$ cat src/design/prom_ctrl_pkg.sv
// constants, types and pin groups for the serial configuration memory control block
// assumes a single 50 MHz system clock; all pins arrive unsynchronised
package prom_ctrl_pkg;
  localparam int WORD_W     = 8;
  localparam int FIFO_DEPTH = 32;
  localparam int ADDR_W     = 24;
  localparam int IR_W       = 8;
  localparam int CLK_PERIOD_NS = 20;
  // power-on reset hold time, least time so round up
  localparam int POR_TIME_NS   = 2000;
  localparam int POR_CYCLES    = (POR_TIME_NS + CLK_PERIOD_NS - 1) / CLK_PERIOD_NS;
  // reconfiguration pulse width, least time so round up
  localparam int PULSE_TIME_NS = 1000;
  localparam int PULSE_CYCLES  = (PULSE_TIME_NS + CLK_PERIOD_NS - 1) / CLK_PERIOD_NS;
  localparam logic [ADDR_W-1:0] TERMINAL_COUNT_DEF = 24'hFFFFFF;
  // instruction codes
  localparam logic [IR_W-1:0] IR_BYPASS   = 8'hFF;
  localparam logic [IR_W-1:0] IR_IDCODE   = 8'hFE;
  localparam logic [IR_W-1:0] IR_RECONFIG = 8'hEE;
  localparam logic [IR_W-1:0] IR_ISP_ON   = 8'hE8;
  localparam logic [IR_W-1:0] IR_ISP_OFF  = 8'hF0;
  localparam logic [IR_W-1:0] IR_CLAMP    = 8'hFA;
  localparam logic [IR_W-1:0] IR_CAPTURE  = 8'h01;
  // identification value is arbitrary
  localparam logic [31:0] IDCODE_VAL = 32'h0123_4567;

  typedef enum logic [3:0] {
    TAP_RESET, TAP_IDLE, TAP_SEL_DR, TAP_CAP_DR, TAP_SH_DR, TAP_EX1_DR, TAP_PA_DR,
    TAP_EX2_DR, TAP_UP_DR, TAP_SEL_IR, TAP_CAP_IR, TAP_SH_IR, TAP_EX1_IR, TAP_PA_IR,
    TAP_EX2_IR, TAP_UP_IR
  } tap_state_t;

  typedef struct packed {
    logic cclk;
    logic ce_n;
    logic oe_rst_n;
    logic tck;
    logic tms;
    logic tdi;
  } pin_in_t;

  typedef struct packed {
    logic out;
    logic oe;
  } tri_pin_t;

  // undriven tms and tdi idle high; tck resets low
  localparam pin_in_t PIN_IN_RST = '{cclk: 1'b0, ce_n: 1'b1, oe_rst_n: 1'b0,
                                     tck: 1'b0, tms: 1'b1, tdi: 1'b1};
endpackage

$ cat src/design/prom_ctrl.sv
// serial configuration memory pin control: data fifo, serialiser, cascade, jtag tap
// assumes all pins come from outside the clk domain; two-way pins resolved by the bench
`timescale 1ns/100ps

// word buffer between the array side and the serialiser
module prom_fifo #(
  parameter int WIDTH = 8,
  parameter int DEPTH = 32
) (
  input  wire logic             clk,
  input  wire logic             rst_n,
  input  wire logic [WIDTH-1:0] in_data,
  input  wire logic             in_valid,
  output logic                  in_ready,
  output logic      [WIDTH-1:0] out_data,
  output logic                  out_valid,
  input  wire logic             out_ready
);
  localparam int PW = $clog2(DEPTH);
  logic [WIDTH-1:0] mem [DEPTH];
  logic [PW:0]      wr_reg;
  logic [PW:0]      rd_reg;
  wire              push = in_valid & in_ready;
  wire              pop  = out_valid & out_ready;

  // honest full and empty from the extra pointer bit
  assign in_ready  = (wr_reg - rd_reg) != (PW+1)'(DEPTH);
  assign out_valid = wr_reg != rd_reg;
  assign out_data  = mem[rd_reg[PW-1:0]];

  always_ff @(posedge clk)
  begin
    if (push) mem[wr_reg[PW-1:0]] <= in_data;
  end

  always_ff @(posedge clk or negedge rst_n)
  begin
    if (!rst_n) begin wr_reg <= '0; rd_reg <= '0; end
    else
    begin
      wr_reg <= wr_reg + (PW+1)'(push);
      rd_reg <= rd_reg + (PW+1)'(pop);
    end
  end
endmodule

// How it works
// - oe/reset low: counter reset, data floats unless clamped
// - pull oe/reset low during power-on reset
// - oe/reset always active low, never inverted
// - chip enable high: standby, reset, float unless clamped
// - reconfigure instruction pulses reconfig pin low
// - cascade low only when enabled past terminal
// - count config clock rises when selected, enabled
// - float data in programming mode unless clamped
// - tms sampled on tck rise steps tap
// - undriven tms and tdi read as one; here only tms, through the bench pull-up, as tdi has no pull-up
// - tck edges alone advance jtag logic
// - tdi shifts into selected register
// - selected register shifts out on tdo
module prom_ctrl
#(
  parameter logic [prom_ctrl_pkg::ADDR_W-1:0] TERMINAL_COUNT = prom_ctrl_pkg::TERMINAL_COUNT_DEF
) (
  input  wire logic                           clk,
  input  wire logic                           rst_n,
  input  wire prom_ctrl_pkg::pin_in_t         pins,
  input  wire logic                           cclk_select,
  input  wire logic [prom_ctrl_pkg::WORD_W-1:0] data_word,
  input  wire logic                           data_valid,
  output logic                                data_ready,
  output prom_ctrl_pkg::tri_pin_t             serial_data_out,
  output prom_ctrl_pkg::tri_pin_t             oe_rst_drive,
  output prom_ctrl_pkg::tri_pin_t             reconfig_pulse_n,
  output logic                                cascade_enable_out_n,
  output prom_ctrl_pkg::tri_pin_t             tdo,
  output logic                                in_system_program_mode,
  output logic                                standby
);
  import prom_ctrl_pkg::*;

  pin_in_t sync1_reg, sync2_reg, prev_reg;
  logic [$clog2(POR_CYCLES+1)-1:0]   por_cnt_reg;
  logic [$clog2(PULSE_CYCLES+1)-1:0] pulse_cnt_reg;
  logic [ADDR_W-1:0] addr_reg;
  logic              past_tc_reg;
  logic [WORD_W-1:0] shift_reg;
  logic [3:0]        bits_reg;
  logic [WORD_W-1:0] fifo_data;
  logic              fifo_valid;
  logic              load_ready;
  tap_state_t        tap_reg, tap_next;
  logic [IR_W-1:0]   ir_reg, ir_sh_reg;
  logic [31:0]       dr_sh_reg;
  logic              isp_reg, clamp_reg, clamp_val_reg, tdo_reg, tdo_oe_reg;

  // two flops on every pin; tms and tdi reset high so an undriven port idles
  always_ff @(posedge clk or negedge rst_n)
  begin
    if (!rst_n) begin sync1_reg <= PIN_IN_RST; sync2_reg <= PIN_IN_RST; prev_reg <= PIN_IN_RST; end
    else begin sync1_reg <= pins; sync2_reg <= sync1_reg; prev_reg <= sync2_reg; end
  end

  wire cclk_rise = sync2_reg.cclk & ~prev_reg.cclk;
  wire tck_rise  = sync2_reg.tck & ~prev_reg.tck;
  wire tck_fall  = ~sync2_reg.tck & prev_reg.tck;
  wire oe_high   = sync2_reg.oe_rst_n;         // fixed active-low sense, no inversion
  wire ce_low    = ~sync2_reg.ce_n;
  wire por_busy  = por_cnt_reg != '0;
  wire enabled   = ce_low & oe_high & ~por_busy;
  wire count_ev  = cclk_rise & cclk_select & enabled;

  // power-on reset holds the shared reset line low
  always_ff @(posedge clk or negedge rst_n)
  begin
    if (!rst_n) por_cnt_reg <= ($clog2(POR_CYCLES+1))'(POR_CYCLES);
    else if (por_busy) por_cnt_reg <= por_cnt_reg - 1'b1;
  end
  assign oe_rst_drive = '{out: 1'b0, oe: por_busy};

  // address counter and serialiser; a disable drops any partial word
  // upstream sees fifo space only, so a held valid pushes the word again on every cycle with space
  assign load_ready = enabled & ~past_tc_reg & (bits_reg == 4'h0);
  always_ff @(posedge clk or negedge rst_n)
  begin
    if (!rst_n) begin addr_reg <= '0; past_tc_reg <= 1'b0; bits_reg <= 4'h0; shift_reg <= '0; end
    else if (!enabled) begin addr_reg <= '0; past_tc_reg <= 1'b0; bits_reg <= 4'h0; end
    else if (count_ev)
    begin
      addr_reg    <= addr_reg + 1'b1;
      past_tc_reg <= past_tc_reg | (addr_reg == TERMINAL_COUNT);
      if (bits_reg != 4'h0) begin shift_reg <= shift_reg << 1; bits_reg <= bits_reg - 1'b1; end
    end
    else if (load_ready & fifo_valid) begin shift_reg <= fifo_data; bits_reg <= 4'h8; end
  end

  prom_fifo #(.WIDTH(WORD_W), .DEPTH(FIFO_DEPTH)) u_fifo (
    .clk       (clk),
    .rst_n     (rst_n),
    .in_data   (data_word),
    .in_valid  (data_valid),
    .in_ready  (data_ready),
    .out_data  (fifo_data),
    .out_valid (fifo_valid),
    .out_ready (load_ready)
  );

  // data pin: floats when disabled, past the end, or programming, unless clamped
  wire data_drive = clamp_reg | (enabled & ~past_tc_reg & ~isp_reg);
  assign serial_data_out = '{out: clamp_reg ? clamp_val_reg : shift_reg[WORD_W-1], oe: data_drive};
  assign cascade_enable_out_n = ~(ce_low & oe_high & past_tc_reg);
  assign standby = ~ce_low;
  assign in_system_program_mode = isp_reg;

  // tap next state from tms sampled at the tck rise
  always_comb
  begin
    unique case (tap_reg)
      TAP_RESET:  tap_next = sync2_reg.tms ? TAP_RESET  : TAP_IDLE;
      TAP_IDLE:   tap_next = sync2_reg.tms ? TAP_SEL_DR : TAP_IDLE;
      TAP_SEL_DR: tap_next = sync2_reg.tms ? TAP_SEL_IR : TAP_CAP_DR;
      TAP_CAP_DR: tap_next = sync2_reg.tms ? TAP_EX1_DR : TAP_SH_DR;
      TAP_SH_DR:  tap_next = sync2_reg.tms ? TAP_EX1_DR : TAP_SH_DR;
      TAP_EX1_DR: tap_next = sync2_reg.tms ? TAP_UP_DR  : TAP_PA_DR;
      TAP_PA_DR:  tap_next = sync2_reg.tms ? TAP_EX2_DR : TAP_PA_DR;
      TAP_EX2_DR: tap_next = sync2_reg.tms ? TAP_UP_DR  : TAP_SH_DR;
      TAP_UP_DR:  tap_next = sync2_reg.tms ? TAP_SEL_DR : TAP_IDLE;
      TAP_SEL_IR: tap_next = sync2_reg.tms ? TAP_RESET  : TAP_CAP_IR;
      TAP_CAP_IR: tap_next = sync2_reg.tms ? TAP_EX1_IR : TAP_SH_IR;
      TAP_SH_IR:  tap_next = sync2_reg.tms ? TAP_EX1_IR : TAP_SH_IR;
      TAP_EX1_IR: tap_next = sync2_reg.tms ? TAP_UP_IR  : TAP_PA_IR;
      TAP_PA_IR:  tap_next = sync2_reg.tms ? TAP_EX2_IR : TAP_PA_IR;
      TAP_EX2_IR: tap_next = sync2_reg.tms ? TAP_UP_IR  : TAP_SH_IR;
      TAP_UP_IR:  tap_next = sync2_reg.tms ? TAP_SEL_DR : TAP_IDLE;
    endcase
  end

  wire ir_idcode = ir_reg == IR_IDCODE;
  // the new instruction lands on the same edge that leaves update-ir, so read it there
  wire [IR_W-1:0] ir_effective = (tap_reg == TAP_UP_IR) ? ir_sh_reg : ir_reg;
  wire dr_bit    = ir_idcode ? dr_sh_reg[0] : dr_sh_reg[31];
  wire rc_start  = tck_rise & (tap_next == TAP_IDLE) & (tap_reg != TAP_IDLE)
                   & (ir_effective == IR_RECONFIG);

  // tap, instruction and data shifting all step only on tck edges
  always_ff @(posedge clk or negedge rst_n)
  begin
    if (!rst_n)
    begin
      tap_reg <= TAP_RESET; ir_reg <= IR_IDCODE; ir_sh_reg <= '0; dr_sh_reg <= '0;
    end
    else if (tck_rise)
    begin
      tap_reg <= tap_next;
      if (tap_reg == TAP_RESET) ir_reg <= IR_IDCODE;
      if (tap_reg == TAP_UP_IR) ir_reg <= ir_sh_reg;
      if (tap_reg == TAP_CAP_IR) ir_sh_reg <= IR_CAPTURE;
      if (tap_reg == TAP_SH_IR) ir_sh_reg <= {sync2_reg.tdi, ir_sh_reg[IR_W-1:1]};
      if (tap_reg == TAP_CAP_DR) dr_sh_reg <= ir_idcode ? IDCODE_VAL : 32'h0000_0000;
      if (tap_reg == TAP_SH_DR)
        dr_sh_reg <= ir_idcode ? {sync2_reg.tdi, dr_sh_reg[31:1]} : {31'h0, sync2_reg.tdi} << 31;
    end
  end

  // tdo changes on the falling tck edge so the far end samples it stable
  always_ff @(posedge clk or negedge rst_n)
  begin
    if (!rst_n) begin tdo_reg <= 1'b1; tdo_oe_reg <= 1'b0; end
    else if (tck_fall)
    begin
      tdo_reg    <= (tap_reg == TAP_SH_IR) ? ir_sh_reg[0] : dr_bit;
      tdo_oe_reg <= (tap_reg == TAP_SH_IR) | (tap_reg == TAP_SH_DR);
    end
  end
  assign tdo = '{out: tdo_reg, oe: tdo_oe_reg};

  // instruction effects: programming mode, clamp, reconfiguration pulse
  always_ff @(posedge clk or negedge rst_n)
  begin
    if (!rst_n)
    begin
      isp_reg <= 1'b0; clamp_reg <= 1'b0; clamp_val_reg <= 1'b0; pulse_cnt_reg <= '0;
    end
    else
    begin
      if (tck_rise & (tap_reg == TAP_RESET)) begin isp_reg <= 1'b0; clamp_reg <= 1'b0; end
      if (tck_rise & (tap_reg == TAP_UP_IR))
      begin
        if (ir_sh_reg == IR_ISP_ON) isp_reg <= 1'b1;
        if (ir_sh_reg == IR_ISP_OFF) isp_reg <= 1'b0;
        clamp_reg <= ir_sh_reg == IR_CLAMP;
        if ((ir_sh_reg == IR_CLAMP) & ~clamp_reg) clamp_val_reg <= shift_reg[WORD_W-1];
      end
      if (rc_start) pulse_cnt_reg <= ($clog2(PULSE_CYCLES+1))'(PULSE_CYCLES);
      else if (pulse_cnt_reg != '0) pulse_cnt_reg <= pulse_cnt_reg - 1'b1;
    end
  end
  assign reconfig_pulse_n = '{out: 1'b0, oe: pulse_cnt_reg != '0};
endmodule

$ cat config.mk
export PLATFORM = sky130hd
export DESIGN_NAME = prom_ctrl
export DESIGN_NICKNAME = d
export VERILOG_FILES = /design/src/design/prom_ctrl_pkg.sv /design/src/design/prom_ctrl.sv
export SDC_FILE = /design/constraint.sdc
export NUM_CORES = 1
export LEC_CHECK = 0
export ABC_AREA = 1
export BUFFER_PORTS_ARGS = -buffer_cell sky130_fd_sc_hd__buf_2
export CELL_PAD_IN_SITES_DETAIL_PLACEMENT = 0
export CELL_PAD_IN_SITES_GLOBAL_PLACEMENT = 2
export CORE_ASPECT_RATIO = 1.75
export CORE_MARGIN = 8
export CORE_UTILIZATION = 41
export DETAILED_ROUTE_END_ITERATION = 6
export PLACE_DENSITY = 0.85
export REMOVE_ABC_BUFFERS = 1
export SETUP_SLACK_MARGIN = 0.15
export SYNTH_ARGS = -nofsm -noshare
export SYNTH_HDL_FRONTEND = slang
export SYNTH_SLANG_ARGS = --single-unit
$ cat constraint.sdc
create_clock -name clk -period 3.6 [get_ports clk]
set_clock_uncertainty 0.2 [all_clocks]
set_input_delay 0.36 -clock clk [delete_from_list [all_inputs] [get_ports clk]]
set_output_delay 0.36 -clock clk [all_outputs]
set_load 0.03 [all_outputs]
==> results.sh <==
export IMPL_outcome="completed"
export IMPL_place_ws_ns=0.516
export IMPL_synth_warnings=0
export IMPL_endpoint="u_fifo.mem[3][7]$_DFFE_PP_"
export IMPL_grt_ovfl_total=0
export IMPL_netlist_cell_type_count=48
export IMPL_grt_usage_pct=18.5
export IMPL_grt_pass1_vias=12300
export IMPL_ff2ff_setup_slack_ns=0.49
export IMPL_drive_gt1_share_pct=9.76
export IMPL_layout_nets=1765
export IMPL_synth_seq_cells=389
export IMPL_fmax_ghz=0.321
export IMPL_tightest_slew_ns=0.946
export IMPL_crit_type="reg2reg"
export IMPL_design_area_sq_um=19100
export IMPL_post_cts_resized=0
export IMPL_die_area_sq_um=48600
export IMPL_grt_max_degree=64
export IMPL_critPathArrivalTime_ns=3.08
export IMPL_combPwrFrac_pct=31.2
export IMPL_h_tree_depth=2
export IMPL_cp_startpoint="u_fifo.rd_reg[4]$_DFF_PN0_"
export IMPL_ys_flop_type="edfxtp_1"
export IMPL_finalSetupViolations=0
export IMPL_area_delta_synth_final_pct=12.2
export IMPL_place_area_sq_um=17700
export IMPL_swShare_pct=36.8
export IMPL_synth_edf_count=256
export IMPL_finalPower_mw=14.6
export IMPL_cellLeakagePower_nw=7.74
export IMPL_routed_wl_mm=44.6
export IMPL_place_gp_congestion=0.902
export IMPL_hpwl_mm=29.3
export IMPL_cts_made_buffers=37
export IMPL_grt_first_pass_wirelength_mm=68.8
export IMPL_start_kind="flip-flop"
export IMPL_place_inst=2242
export IMPL_layout_worst_path_cycle_share_pct=86.4
export IMPL_r2r_cells=10
export IMPL_antenna_left=0
export IMPL_port_buffers=27
export IMPL_rsz0062_at_grt="false"
export IMPL_pwr_share_clk_pct=29.8
export IMPL_n_antenna_cell=0
export IMPL_synthXorXnorAreaFrac_pct=0.822
export IMPL_max_slew_margin_rel_pct=36.9
export IMPL_maxCapViolCount=0
export IMPL_vias=11900
export IMPL_setup_ws_ns=0.488
export IMPL_root_buffer="clkbuf_16"
export IMPL_drc=0
export IMPL_p_seq_share_pct=39.0
export IMPL_yosys_area_share_simple_pct=23.2
export IMPL_ys_seq_area_share_pct=64.7
export IMPL_synthArstFlopShare_pct=34.2
export IMPL_synth_cells=1712
export IMPL_syn_area_per_cell_sq_um=9.96
export IMPL_hold_class="in2async"
export IMPL_core_sq_um=41400
export IMPL_power_per_cell_area_nw_per_um2=761
export IMPL_synthAdderAreaFrac_pct=1.03
export IMPL_drtIter0Drc=755
export IMPL_synthMuxAreaShare_pct=0
export IMPL_intPower_mw=9.20
export IMPL_cts_setup_buffers=0
export IMPL_antenna_found_initial=0
export IMPL_rows=99
export IMPL_postCtsHoldBufs=7
export IMPL_die_w_um=170
export IMPL_end_kind="flip-flop"
export IMPL_cts_sinks=389
export IMPL_r2r_end="u_fifo.mem[3][7]$_DFFE_PP_"
export IMPL_first_pass_iters=5
export IMPL_die_h_um=286
export IMPL_boundaryPins=30
export IMPL_fin_cells=2317
export IMPL_cts_max_path_buffers=3
export IMPL_clock_latency_ns=0.54
export IMPL_routedWlPerCell_um=19.2
export IMPL_syn_area_sq_um=17100
export IMPL_num_fill_cells=3946
export IMPL_r2r_start="u_fifo.rd_reg[4]$_DFF_PN0_"
export IMPL_viasPerCell=5.12
export IMPL_largest_reg_flops=256
export IMPL_clk_pin_slew_ns=0.07
export IMPL_slew_violations=0
export IMPL_synth_compound_area_share_pct=5.45
export IMPL_required_ns=3.56
export IMPL_synth_top_family_by_area="simple AND/OR/NAND/NOR gates"
export IMPL_initial_utilization_pct=41.2
export IMPL_ir_worst_vdd_v=0.000462
export IMPL_cts_tree="yes"
export IMPL_hold_viol_final=0
export IMPL_min_period_ns=3.11
export IMPL_p_sw_mw=5.36
export IMPL_critPathMaxFanout=33
## stage by stage
stage | util, % | hold slack (ns) | TNS (ns)
detailed placement | 42.8 | 0.135 | 0
floorplan | - | -0.136 | -291.14
finish | 46.3 | 0.150 | 0
global placement | 42.8 | 0.134 | 0
global route | 46.3 | 0.158 | 0
CTS | 46.3 | 0.133 | 0
## logic make-up after synthesis
logic type,count (synthesis)
compound gates,174
flops,389
simple gates,935
buf+inv,183
xor+xnor,16
fa+ha+maj,14
other cells,1
## how the worst min path moves through the flow
stage | end | start | slack (ns)
6_report | addr_reg[13]$_DFFE_PN0P_ | rst_n | 0.15
5_1_grt | sync2_reg[5]$_DFF_PN0_ | sync1_reg[5]$_DFF_PN0_ | 0.16
4_1_cts | addr_reg[2]$_DFFE_PN0P_ | cclk_select | 0.13
3_5_place_dp | sync2_reg[5]$_DFF_PN0_ | sync1_reg[5]$_DFF_PN0_ | 0.13
3_3_place_gp | sync2_reg[5]$_DFF_PN0_ | sync1_reg[5]$_DFF_PN0_ | 0.13
2_1_floorplan | addr_reg[0]$_DFFE_PN0P_ | rst_n | -0.14
## critical path, cell delays in order, from the launching register on
cell and delay (ns):
dfrtp_1 0.52, inv_1 0.25, ha_1 0.40, a21oi_1 0.20, nand3_1 0.10, nand2_1 0.06, nand2_1 0.04, nand3_1 0.11
nand2_2 0.08, buf_12 0.19, nor2_1 0.55
## cells in the final DEF, fill, tap and decap left out, drive strengths merged, types with 4 or more instances in the layout
master | netlist | final
nand4 | 10 | 10
nand3b | 5 | 5
o211ai | 4 | 4
nor2 | 146 | 146
dlygate4sd3 | 0 | 7
buf | 56 | 48
bufinv | 0 | 8
clkinv | 3 | 14
dfstp | 17 | 17
a31oi | 5 | 5
nor3 | 17 | 17
dfrtp | 116 | 116
a21oi | 66 | 66
xor2 | 14 | 14
inv | 106 | 112
edfxtp | 256 | 256
ha | 14 | 14
clkbuf | 18 | 41
nand3 | 185 | 185
nand2 | 561 | 561
or2 | 5 | 5
o21ai | 86 | 86
## per-layer routing
layer / vias to the layer above / GRT usage, % / routed length (um)
met5: - / 0 / 0
met4: 0 / 9.18 / 2100
met3: 105 / 2.37 / 1570
met2: 266 / 35.3 / 24400
met1: 5725 / 19.4 / 16500
li1: 5759 / - / -
## power groups by stage
stage	clock, mW	sequential [mW]	combinational, mW
2_1_floorplan	0	5.81	2.75
3_3_place_gp	0	5.75	4.55
3_5_place_dp	0	5.77	4.55
4_1_cts	4.44	5.68	4.57
5_1_grt	4.59	5.75	5.04
6_report	4.34	5.68	4.54
## Yosys cell counts (17+ instances only)
master | n | area [sq um]
nand3_1 | 181 | 906
dfstp_2 | 17 | 447
edfxtp_1 | 256 | 7690
clkbuf_1 | 18 | 67.6
a21oi_1 | 65 | 325
o21ai_0 | 69 | 345
inv_1 | 100 | 375
buf_2 | 29 | 145
nor2_1 | 133 | 499
buf_4 | 19 | 143
dfrtp_1 | 116 | 2900
nand2_1 | 552 | 2070
## area by class of cell
class | instances | area, sq um | share of cell area, %
sequential | 389 | 11000 | 57.7
tap | 555 | 694 | 3.63
multi-input combinational | 1141 | 5220 | 27.3
clock buffer | 41 | 993 | 5.19
clock inverter | 27 | 375 | 1.96
timing repair buffer | 55 | 407 | 2.13
inverter | 109 | 410 | 2.14
Note: power is estimated with default switching activity, not from simulation.
